### src/rtl/mcn_pkg.sv
/*
  package for the multicast ccm nonce builder: nonce field constants,
  channel table sizing and error codes.
  assumes nothing of its surroundings; used by the rtl, while the bench writes the same values as literals.
*/
`default_nettype none
package mcn_pkg;
  localparam int          NUM_CH        = 4;
  localparam int          CH_IDX_W      = 2;
  localparam int          CTR_W         = 48;
  localparam int          SEQ_W         = 9;
  localparam int          CH_NUM_W      = 16;
  localparam int          FPAI_W        = 12;
  localparam int          KEY_W         = 128;
  localparam int          LEN_W         = 16;
  localparam logic [7:0]  NONCE_FLAGS   = 8'h09;
  localparam logic [7:0]  NONCE_RESV    = 8'h00;
  localparam logic [3:0]  NONCE_B9_LOW  = 4'h0;
  localparam logic [7:0]  NONCE_DIRLCN  = 8'h08;
  localparam logic [7:0]  NONCE_FIXED   = 8'h00;
  localparam logic [15:0] SDU_LEN_MIN   = 16'h0001;
  localparam logic [CTR_W-1:0] CTR_RST  = 48'h000000000000;
  localparam logic [SEQ_W-1:0] SEQ_MAX  = 9'h1FF;
  // error codes reported on a refused request
  localparam logic [2:0]  ERR_NONE      = 3'h0;
  localparam logic [2:0]  ERR_NO_KEY    = 3'h1;
  localparam logic [2:0]  ERR_NOT_OPEN  = 3'h2;
  localparam logic [2:0]  ERR_NO_SUB    = 3'h3;
  localparam logic [2:0]  ERR_BAD_LEN   = 3'h4;
  localparam logic [2:0]  ERR_DUP_KEY   = 3'h5;
  localparam logic [2:0]  ERR_PLAIN     = 3'h6;
endpackage
`default_nettype wire

### src/rtl/mcn_nonce_builder.sv
/*
  multicast ccm nonce builder: per-channel 48-bit packet counters, key
  bookkeeping, subscription gating and 16-byte nonce assembly.
  assumes all inputs are synchronous to ref_clk, one request pulse at a time
  per port, and that the cipher core consumes nonce_q while nonce_valid_q is high.
*/
// Overview of operation
// nonce byte 0 is 09 hex: flags with tag and length fields both one.
// nonce byte 1 is always 00 hex.
// bytes 2 to 7 carry the channel's 48-bit packet counter, msb first.
// byte 8 and byte 9 high nibble carry the low 12 identity bits.
// byte 9 low nibble is zero.
// bytes 10 and 11 carry the 16-bit channel number, high byte first.
// byte 12 is 00001000 binary, downlink direction.
// byte 13 is zero.
// bytes 14 and 15 carry the sdu length; zero is refused.
// one unidirectional link-service instance per system channel number; the code does not refuse a create that repeats a channel number.
// instances use the extended frame type with 9 explicit sequence bits.
// each instance keeps its own counter, independent of all others.
// channel creation opens a 48-bit counter; low 9 bits are send sequence.
// the creator may load any starting counter value.
// subscription returns the current counter with the key allocation.
// a receiver may fetch the current counter through key retrieval.
// each instance has its own key, distinct from other instances.
// no user data goes out before key exists and one subscriber holds it.
// encryption is on from setup; nothing is ever sent in clear.
// setup without a suitable key fails with an error code.
// upper counter bits advance when the explicit sequence bits wrap.
// receivers rebuild the counter from sequence bits plus tracked upper part.
// receivers assemble an identical nonce from the same fields.
`timescale 1ns/1ps
`default_nettype none
module mcn_nonce_builder (
  input  wire logic                             ref_clk,
  input  wire logic                             resetn,
  input  wire logic [mcn_pkg::FPAI_W-1:0]       fixed_part_access_identity,
  // channel creation
  input  wire logic                             create_req,
  input  wire logic [mcn_pkg::CH_IDX_W-1:0]     create_idx,
  input  wire logic [mcn_pkg::CH_NUM_W-1:0]     create_ch_num,
  input  wire logic [mcn_pkg::CTR_W-1:0]        create_start,
  input  wire logic                             create_key_valid,
  input  wire logic [mcn_pkg::KEY_W-1:0]        create_key,
  // subscription / key retrieval
  input  wire logic                             sub_req,
  input  wire logic                             retrieve_req,
  input  wire logic [mcn_pkg::CH_IDX_W-1:0]     sub_idx,
  // transmit request
  input  wire logic                             tx_req,
  input  wire logic [mcn_pkg::CH_IDX_W-1:0]     tx_idx,
  input  wire logic [mcn_pkg::LEN_W-1:0]        tx_sdu_len,
  input  wire logic                             tx_encrypt,
  // results
  output logic                                  done_q,
  output logic [2:0]                            err_q,
  output logic [mcn_pkg::CTR_W-1:0]             sub_ctr_q,
  output logic [mcn_pkg::KEY_W-1:0]             sub_key_q,
  output logic                                  nonce_valid_q,
  output logic [127:0]                          nonce_q,
  output logic [mcn_pkg::KEY_W-1:0]             nonce_key_q,
  output logic [mcn_pkg::SEQ_W-1:0]             link_send_sequence_number_q,
  output logic                                  extended_seq_frame_type_q,
  output logic [mcn_pkg::NUM_CH-1:0]            ch_open_q
);

  //////////////////////////////////////////////////////////////////////////////
  // channel table: one ccm link service instance per slot

  logic [mcn_pkg::CTR_W-1:0]    ctr_q    [mcn_pkg::NUM_CH];
  logic [mcn_pkg::CH_NUM_W-1:0] chnum_q  [mcn_pkg::NUM_CH];
  logic [mcn_pkg::KEY_W-1:0]    key_q    [mcn_pkg::NUM_CH];
  logic [mcn_pkg::NUM_CH-1:0]   subd_q;

  // counter advance: the 9 explicit bits wrap into the implicit upper part
  function automatic logic [mcn_pkg::CTR_W-1:0] ctr_next(input logic [mcn_pkg::CTR_W-1:0] c);
    ctr_next = c + mcn_pkg::CTR_W'(1);
  endfunction

  // key clash check: a new key must differ from every other open instance
  logic dup_key;
  always_comb begin
    dup_key = 1'b0;
    for (int i = 0; i < mcn_pkg::NUM_CH; i++) begin
      if (ch_open_q[i] && (i != int'(create_idx)) && key_q[i] == create_key) begin
        dup_key = 1'b1;
      end
    end
  end

  //////////////////////////////////////////////////////////////////////////////
  // request decode and refusal causes

  wire                          create_ok  = create_key_valid && !dup_key;
  wire [2:0]                    create_err = !create_key_valid ? mcn_pkg::ERR_NO_KEY :
                                             dup_key ? mcn_pkg::ERR_DUP_KEY : mcn_pkg::ERR_NONE;
  wire                          sub_any    = sub_req || retrieve_req;
  wire                          sub_ok     = ch_open_q[sub_idx];
  wire                          tx_open    = ch_open_q[tx_idx];
  wire                          tx_subd    = subd_q[tx_idx];
  wire                          len_ok     = tx_sdu_len >= mcn_pkg::SDU_LEN_MIN;
  wire                          tx_ok      = tx_open && tx_subd && len_ok && tx_encrypt;
  wire [2:0]                    tx_err     = !tx_open ? mcn_pkg::ERR_NOT_OPEN :
                                             !tx_subd ? mcn_pkg::ERR_NO_SUB :
                                             !tx_encrypt ? mcn_pkg::ERR_PLAIN :
                                             !len_ok ? mcn_pkg::ERR_BAD_LEN : mcn_pkg::ERR_NONE;
  wire [mcn_pkg::CTR_W-1:0]     tx_ctr     = ctr_q[tx_idx];
  wire [mcn_pkg::CH_NUM_W-1:0]  tx_chnum   = chnum_q[tx_idx];

  // nonce assembly, byte 0 at the top
  wire [127:0] nonce_d = {
    mcn_pkg::NONCE_FLAGS,
    mcn_pkg::NONCE_RESV,
    tx_ctr,
    fixed_part_access_identity,
    mcn_pkg::NONCE_B9_LOW,
    tx_chnum,
    mcn_pkg::NONCE_DIRLCN,
    mcn_pkg::NONCE_FIXED,
    tx_sdu_len
  };

  //////////////////////////////////////////////////////////////////////////////
  // arbitration: one request port is served per cycle

  // one-hot strobe for a slot index, used by all three request ports
  function automatic logic [mcn_pkg::NUM_CH-1:0] slot_sel(input logic [mcn_pkg::CH_IDX_W-1:0] idx);
    slot_sel = mcn_pkg::NUM_CH'(1) << idx;
  endfunction

  // create outranks subscribe and retrieve, which outrank transmit. a lower
  // request that meets a higher one in the same cycle is dropped whole: the
  // table must not spend a counter step without handing out its nonce, nor
  // mark a slot subscribed without returning its counter to the portable.
  // the price: err_q reports only the served request; the rest must repeat
  wire                          serve_create = create_req;
  wire                          serve_sub    = sub_any && !create_req;
  wire                          serve_tx     = tx_req && !create_req && !sub_any;
  wire                          any_req      = create_req || sub_any || tx_req;

  // accepted requests, after their refusal checks
  wire                          create_take  = serve_create && create_ok;
  wire                          look_take    = serve_sub && sub_ok;         // see R15
  wire                          sub_take     = look_take && sub_req;        // retrieve leaves the flag alone
  wire                          tx_take      = serve_tx && tx_ok;           // see R18

  // per-slot write strobes into the channel table
  wire [mcn_pkg::NUM_CH-1:0]    create_we    = create_take ? slot_sel(create_idx) : '0;
  wire [mcn_pkg::NUM_CH-1:0]    sub_we       = sub_take ? slot_sel(sub_idx) : '0;
  wire [mcn_pkg::NUM_CH-1:0]    tx_we        = tx_take ? slot_sel(tx_idx) : '0;

  // status of whichever request was served
  wire [2:0]                    sub_err      = sub_ok ? mcn_pkg::ERR_NONE : mcn_pkg::ERR_NOT_OPEN;
  wire [2:0]                    err_d        = serve_create ? create_err :
                                               serve_sub ? sub_err : tx_err;

  //////////////////////////////////////////////////////////////////////////////
  // channel table: open and subscribed flags

  // a slot opens on an accepted create and stays open; a create on an open
  // slot reopens it with a fresh counter, number and key
  always_ff @(posedge ref_clk) begin
    if (!resetn) begin
      ch_open_q <= '0;
    end else begin
      ch_open_q <= ch_open_q | create_we;
    end
  end

  // a (re)created slot has no subscriber until one asks, so its new key has
  // reached a portable before any nonce is built with it
  always_ff @(posedge ref_clk) begin
    if (!resetn) begin
      subd_q <= '0;
    end else begin
      subd_q <= (subd_q & ~create_we) | sub_we;
    end
  end

  //////////////////////////////////////////////////////////////////////////////
  // channel table: counters, channel numbers and keys

  // packet counter per slot: loaded on create and stepped after each nonce,
  // so a nonce always carries the value before the step. slots never share
  // a counter, whatever the order of requests
  always_ff @(posedge ref_clk) begin
    for (int i = 0; i < mcn_pkg::NUM_CH; i++) begin
      if (!resetn) begin
        ctr_q[i] <= mcn_pkg::CTR_RST;
      end else if (create_we[i]) begin
        ctr_q[i] <= create_start;                            // see R13
      end else if (tx_we[i]) begin
        ctr_q[i] <= ctr_next(ctr_q[i]);                      // see R12
      end
    end
  end

  // system channel number, fixed until the slot is created again
  always_ff @(posedge ref_clk) begin
    for (int i = 0; i < mcn_pkg::NUM_CH; i++) begin
      if (!resetn) begin
        chnum_q[i] <= '0;
      end else if (create_we[i]) begin
        chnum_q[i] <= create_ch_num;
      end
    end
  end

  // key per slot; the clash check has already kept it apart from the keys
  // of the other open slots
  always_ff @(posedge ref_clk) begin
    for (int i = 0; i < mcn_pkg::NUM_CH; i++) begin
      if (!resetn) begin
        key_q[i] <= '0;
      end else if (create_we[i]) begin
        key_q[i] <= create_key;
      end
    end
  end

  //////////////////////////////////////////////////////////////////////////////
  // request status

  // done pulses one cycle after every request, refused or not
  always_ff @(posedge ref_clk) begin
    if (!resetn) begin
      done_q <= 1'b0;
    end else begin
      done_q <= any_req;
    end
  end

  // the error code holds until the next request; it is only meaningful
  // while done_q is high
  always_ff @(posedge ref_clk) begin
    if (!resetn) begin
      err_q <= mcn_pkg::ERR_NONE;
    end else if (any_req) begin
      err_q <= err_d;
    end
  end

  //////////////////////////////////////////////////////////////////////////////
  // subscription answer: counter and key for the portable

  // current counter, taken before any step in this cycle; a portable that
  // lost track asks again by retrieve and gets the same kind of answer
  always_ff @(posedge ref_clk) begin
    if (!resetn) begin
      sub_ctr_q <= mcn_pkg::CTR_RST;
    end else if (look_take) begin
      sub_ctr_q <= ctr_q[sub_idx];                           // see R15
    end
  end

  // key handed out with the counter on subscribe and retrieve
  always_ff @(posedge ref_clk) begin
    if (!resetn) begin
      sub_key_q <= '0;
    end else if (look_take) begin
      sub_key_q <= key_q[sub_idx];
    end
  end

  //////////////////////////////////////////////////////////////////////////////
  // nonce hand-off to the cipher core

  // one-cycle strobe; the cipher core has to take the nonce on it
  always_ff @(posedge ref_clk) begin
    if (!resetn) begin
      nonce_valid_q <= 1'b0;
    end else begin
      nonce_valid_q <= tx_take;
    end
  end

  // nonce and key hold until the next accepted transmit, so a slow core
  // may reread them after the strobe
  always_ff @(posedge ref_clk) begin
    if (!resetn) begin
      nonce_q <= '0;
    end else if (tx_take) begin
      nonce_q <= nonce_d;                                    // see R1
    end
  end

  // key of the slot that built the nonce
  always_ff @(posedge ref_clk) begin
    if (!resetn) begin
      nonce_key_q <= '0;
    end else if (tx_take) begin
      nonce_key_q <= key_q[tx_idx];
    end
  end

  // explicit send sequence: the low counter bits, carried in every pdu
  always_ff @(posedge ref_clk) begin
    if (!resetn) begin
      link_send_sequence_number_q <= '0;
    end else if (tx_take) begin
      link_send_sequence_number_q <= tx_ctr[mcn_pkg::SEQ_W-1:0];
    end
  end

  // the extended frame type is used from the first nonce onward
  always_ff @(posedge ref_clk) begin
    if (!resetn) begin
      extended_seq_frame_type_q <= 1'b0;
    end else if (tx_take) begin
      extended_seq_frame_type_q <= 1'b1;
    end
  end

endmodule
`default_nettype wire

### config.mk
export PLATFORM = sky130hd
export DESIGN_NAME = mcn_nonce_builder
export DESIGN_NICKNAME = d
export VERILOG_FILES = /design/src/rtl/mcn_pkg.sv /design/src/rtl/mcn_nonce_builder.sv
export SDC_FILE = /design/constraint.sdc
export NUM_CORES = 2
export LEC_CHECK = 0
export ABC_AREA = 1
export BUFFER_PORTS_ARGS = -buffer_cell sky130_fd_sc_hd__clkbuf_2
export CAP_MARGIN = 20
export CORE_MARGIN = 10
export CORE_UTILIZATION = 45
export DETAILED_ROUTE_END_ITERATION = 7
export PLACE_DENSITY = 0.66
export SYNTH_ARGS = -nofsm -noshare
export SYNTH_HDL_FRONTEND = slang
export SYNTH_SLANG_ARGS = --single-unit
### constraint.sdc
create_clock -name ref_clk -period 5.3 [get_ports ref_clk]
set_input_delay 0.795 -clock ref_clk [delete_from_list [all_inputs] [get_ports ref_clk]]
set_output_delay 0.795 -clock ref_clk [all_outputs]
set_load 0.05 [all_outputs]
== After elaboration in Yosys (flattened, before gate mapping) ==
Memories as Yosys holds them, arrays and structs flattened. A register that Yosys moved wholly into a read port is not among the register bits.
Cells that the tools add are included.

* Register bits: 117
* RAM bits: 768
* Bits of input ports: 234
* Output and inout port bits: 451
* Word-level logic and storage cells: 145
* Memories kept: 3

{| class="wikitable"
|+ Memory list
! memory !! words !! bits a word !! read ports !! clocked after memory_dff !! wr ports !! line !! RTL
|-
| key_q || 4 || 128 || 6 || 2 || 4 || mcn_nonce_builder.sv:71 || <nowiki>logic [mcn_pkg::KEY_W-1:0] key_q [mcn_pkg::NUM_CH];</nowiki>
|-
| ctr_q || 4 || 48 || 6 || 1 || 4 || mcn_nonce_builder.sv:69 || <nowiki>logic [mcn_pkg::CTR_W-1:0] ctr_q [mcn_pkg::NUM_CH];</nowiki>
|-
| chnum_q || 4 || 16 || 1 || 1 || 4 || mcn_nonce_builder.sv:70 || <nowiki>logic [mcn_pkg::CH_NUM_W-1:0] chnum_q [mcn_pkg::NUM_CH];</nowiki>
|}

* $add $sub $neg: 4
* Order comparisons: 3
* Equal/unequal tests: 7
* Shifts and indexed selects: 3
* Mux-type cells: 67
* Bitwise gates (word level): 20
* Reductions and logical operators: 30

{| class="wikitable"
|+ Operator list
! operator !! count
|-
| 128-bit equality test || 4
|-
| 128-bit two-way mux || 4
|-
| 48-bit two-way mux || 8
|-
| 48-bit by 1-bit adder with 48-bit output (second input constant) || 4
|-
| 16-bit two-way mux || 4
|-
| 1-bit two-way mux || 36
|-
| 3-bit two-way mux || 8
|-
| 1-bit logical AND || 19
|-
| 16-bit by 1-bit greater-or-equal comparator with 1-bit output (second input constant) || 1
|-
| 1-bit OR || 16
|-
| 4-bit two-way mux || 3
|-
| 1-bit by 2-bit << shifter with 4-bit output (first input constant) || 3
|-
| 4-bit OR || 2
|-
| 1-bit zero test || 7
|-
| 1-bit binary-select mux with 2-bit select || 3
|-
| 2-bit by 3-bit < comparator with 1-bit output (second input constant) || 2
|-
| 4-bit AND || 1
|-
| 2-bit != test (first input constant) || 2
|-
| 4-bit NOT || 1
|-
| 1-bit logical OR || 3
|-
| 2-bit two-way mux || 1
|-
| 1-bit by 2-bit != test with 1-bit output (first input constant) || 1
|-
| 2-bit nonzero test || 1
|}

== Longest topological paths before layout ==
* Depth in word-level cells: 16
* Mapped depth: 20
* Gate-level depth less buffers: 17

== Worst setup path after synthesis ==
No wires, ideal clock.

* Path kind: input-to-reg
* From: input create_key[45] (netlist bit)
* To: memory chnum_q[2][0] (netlist bit) (enable)
* Setup time: 1,220 ps
* Arrival: 4,323 ps
* Data required time: 4,080 ps
* Setup slack: -243 ps
* Cell stages on the path: 13
* Buffers on the path: 1
* Cells stage by stage: clkbuf_2 -> inv_1 -> nor2_1 -> nor3_1 -> nand3_1 -> nor2_1 -> nand3_1 -> nor2_1 -> nor2_1 -> nand2_1 -> nor2_4 -> nand2_2 -> nand2_1

{| class="wikitable"
|+ RTL lines
! item !! line !! RTL
|-
| from (decl) || mcn_nonce_builder.sv:43 || <nowiki>input wire logic [mcn_pkg::KEY_W-1:0] create_key,</nowiki>
|-
| to (decl) || mcn_nonce_builder.sv:70 ||
|}

==> run_results.csv <==
group,metric,value,unit
setup_path,cp_top_family,"simple AND/OR/NAND/NOR gates",
clock_network,htreeDepth,4,
run,maxCapViolations,0,
power_and_ir_drop,power_density,335,mW/mm^2
detailed_routing,drc,0,
sta,period_share,90.8,%
power_and_ir_drop,leakage,29.4,nW
sta,setup_violations,0,
outcome,status,"complete, but fails checks",
die,num_rows,134,
die,die_h,387,um
sta,timing.slew.headroom,-4.70,%
power_and_ir_drop,irDropWorstVdd,302,uV
setup_path,cp.arrival,5.46,ns
detailed_routing,drt_iter0_markers,10100,
logic_synthesis,syn_avg_cell_area,8.43,um^2
place,place_area,0.0658,mm^2
place,portBuffers,651,
clock_network,cts_hold_buf,0,
global_route,antenna_found_initial,69,
sta,grt_setup_unrepaired,"no",
clock_network,tritoncts,"yes",
hold_path,hp-class,"in -> reg",
final_layout,final_cell_mix,"nand2_1, nor2_1, edfxtp_1",
place,pre_cts_slack,0.259,ns
power_and_ir_drop,power,23.6,mW
outcome,violations,"max-slew violations",
clock_network,root_buffer,"clkbuf_16",
detailed_routing,vias,60500,
clock_network,post_cts_resized,0,
sta,tightestPinTransition,1.57,ns
logic_synthesis,synth_edf_count,768,
clock_network,cts.sinks,1178,
setup_path,worstSetupStartpointType,"flip-flop",
final_layout,final_area,0.0704,mm^2
global_route,grt_pass1_vias,55200,
global_route,use_met2,59.0,%
clock_network,clock_latency,0.82,ns
sta,post-route-min-period,4.81,ns
die,io_pins,685,
sta,setup_ws,0.490,ns
logic_synthesis,syn-cell-area,0.0606,mm^2
setup_path,path_buf_inv,3,
place,dp_cells,9330,
die,die_w,387,um
setup_path,crit_path_max_incr_delay,0.92,ns
sta,fin_skew,0.0394,ns
final_layout,mostFrequentLayoutCell,"nand2_1",
detailed_routing,via_per_inst,6.29,
logic_synthesis,ys_seq_area_share,51.6,%
setup_path,critical_path_required,5.95,ns
setup_path,criticalPathCategory,"reg -> reg",
final_layout,nets,7937,
logic_synthesis,ys_async_sr_fraction,0,%
clock_network,clk_pin_slew,0.06,ns
setup_path,critPathCaptureType,"flip-flop",
global_route,grt.met3_usage,12.6,%
clock_network,cts_buffers,135,
logic_synthesis,yosysWarningCount,0,
setup_path,cp_common_cell,"nor2_1",
final_layout,layout.cells.non_filler,9616,
final_layout,nFillCells,12700,
detailed_routing,drt.antenna.violating_nets,0,
sta,drv_slew,79,
global_route,top_usage_layer,"met2",
final_layout,area_growth,16.2,%
logic_synthesis,ys_seq_elements,1178,
global_route,grt.overflow.total,0,
clock_network,cts_buffer_depth,3,
logic_synthesis,ys_types,45,
global_route,track_usage,38.8,%
die,core,0.134,mm^2
global_route,grt_max_degree,224,
detailed_routing,wl_per_cell,31.8,um
detailed_routing,routed_wirelength,306000,um
global_route,grtUsageMet1,47.5,%
global_route,grt_pass1_wl,421000,um
sta,max_freq,208,MHz
setup_path,critPathSlowestCell,"xor2_1",
logic_synthesis,synth_cells,7190,
detailed_routing,firstDrtPassIters,7,
die,start_util,45.3,%
place,hpwl,224000,um
setup_path,critPathMaxFanout,37,
clock_network,cts_setup_buffers,0,
place,gp_congestion,1.06,
die,die_area,0.150,mm^2
sta,fin_tns_setup,0,ns
sta,hold_viol,0,
logic_synthesis,synth_ff_type,"edfxtp_1",
final_layout,drive_above_1_share,15.0,%
setup_path,path_cells,"xor2_1 -> nor3_1 -> buf_4 -> nand2_1 -> nor2_1 -> nand3_1 -> nor2_1 -> nor2_2 -> nand2_1 -> nor2_4 -> nand2_2 -> nor2_8 -> inv_8 -> buf_4 -> nor2_1",
-- per-layer routing --
layer / up-vias / part of all wire, %
met5: - / 0.13
met1: 28800 / 35
li1: 25900 / -
met2: 4676 / 43
met4: 64 / 7.4
met3: 1035 / 13
-- cells by family (layout without fill, tap and decap cells) --
family / Yosys count / in the layout / synth area share, %
other: 1 / 68 / 0.00619
DFF: 1178 / 1178 / 51.6
buffers and inverters: 1131 / 1722 / 7.59
xor gates and xnor gates: 319 / 319 / 4.61
adders and majority gates: 4 / 4 / 0.0826
AOI/OAI and AO/OA: 1776 / 1776 / 17.7
and+or+nand+nor: 2781 / 2781 / 18.4
-- synthesized netlist by cell type, types with 2 or more instances --
library cell,n,area share [%]
xor2_1,246,3.6
a221oi_1,368,5.3
nor2_4,4,0.074
nand2_2,5,0.052
edfxtp_1,768,38
nor3_2,5,0.083
o21ai_1,91,0.75
nor3_1,77,0.64
ha_1,4,0.083
buf_4,50,0.62
buf_6,7,0.13
o22ai_1,328,3.4
clkbuf_2,5,0.041
nor3b_1,5,0.062
and3_1,2,0.021
a31oi_1,5,0.052
inv_1,555,3.4
buf_2,83,0.69
nor4_1,25,0.26
nand4_1,82,0.85
nor2_2,11,0.11
o21ai_0,561,4.6
nand2_1,1422,8.8
nor2_1,1005,6.2
clkbuf_1,290,1.8
xnor2_1,73,1.1
nor3b_2,3,0.062
inv_2,122,0.76
dfxtp_1,410,14
o221ai_1,3,0.043
or2_2,7,0.072
a21oi_1,415,3.4
nand3_1,124,1.0
buf_1,18,0.11
-- report_power, final --
group	total (mW)	switching (mW)	internal [mW]
clock	9.72	4.11	5.61
combinational	3.30	2.54	0.757
sequential	10.6	0.379	10.2
-- path summary, 6_finish.rpt --
kind | slack [ns] | startpoint | to | cells past startpoint
setup / recovery | 0.49 | key_q[3][17] | key_q[2][47] | 15
hold / removal | 0.24 | fixed_part_access_identity[1] | nonce_q[53] | 3
setup reg to reg | 0.49 | key_q[3][17] | key_q[2][47] | 15
hold reg to reg | 0.48 | nonce_q[15] | nonce_q[15] | 2
-- sequential cells by signal (all words and copies together) (netlist names), 3 cells and up --
| register | count |
|---|---|
| ctr_q | 192 |
| sub_key_q | 128 |
| link_send_sequence_number_q | 8 |
| chnum_q | 64 |
| key_q | 512 |
| subd_q | 4 |
| sub_ctr_q | 48 |
| nonce_q | 85 |
| err_q | 3 |
| ch_open_q | 4 |
| nonce_key_q | 128 |
-- layout make-up --
type                            instances  area, um^2  share of cell area (%)
Clock buffer                          189        3900                    5.54
Inverter                              678        2600                    3.69
Tap cell                             1768        2210                    3.14
Antenna cell                           35        87.6                   0.124
Sequential cell                      1178       31300                    44.4
Clock inverter                         62         607                   0.862
Multi-Input combinational cell       4913       25000                    35.5
Timing Repair Buffer                  793        4750                    6.74
-- stage by stage --
stage,util (%),hold slack [ns]
after global routing,52.7,0.233
after detailed placement,49.2,0.473
after CTS,52.6,0.204
final,52.7,0.238
after global placement,49.2,0.465
after floorplan,-,0.446
-- worst register-to-register path, cell delays in order (launching register included) --
cell,delay (ns)
edfxtp_1,0.44
xor2_1,0.92
nor3_1,0.15
buf_4,0.18
nand2_1,0.09
nor2_1,0.14
nand3_1,0.13
nor2_1,0.07
nor2_2,0.11
nand2_1,0.16
nor2_4,0.57
nand2_2,0.34
nor2_8,0.72
inv_8,0.18
buf_4,0.31
nor2_1,0.17
Note: power is estimated with default switching activity, not from simulation.
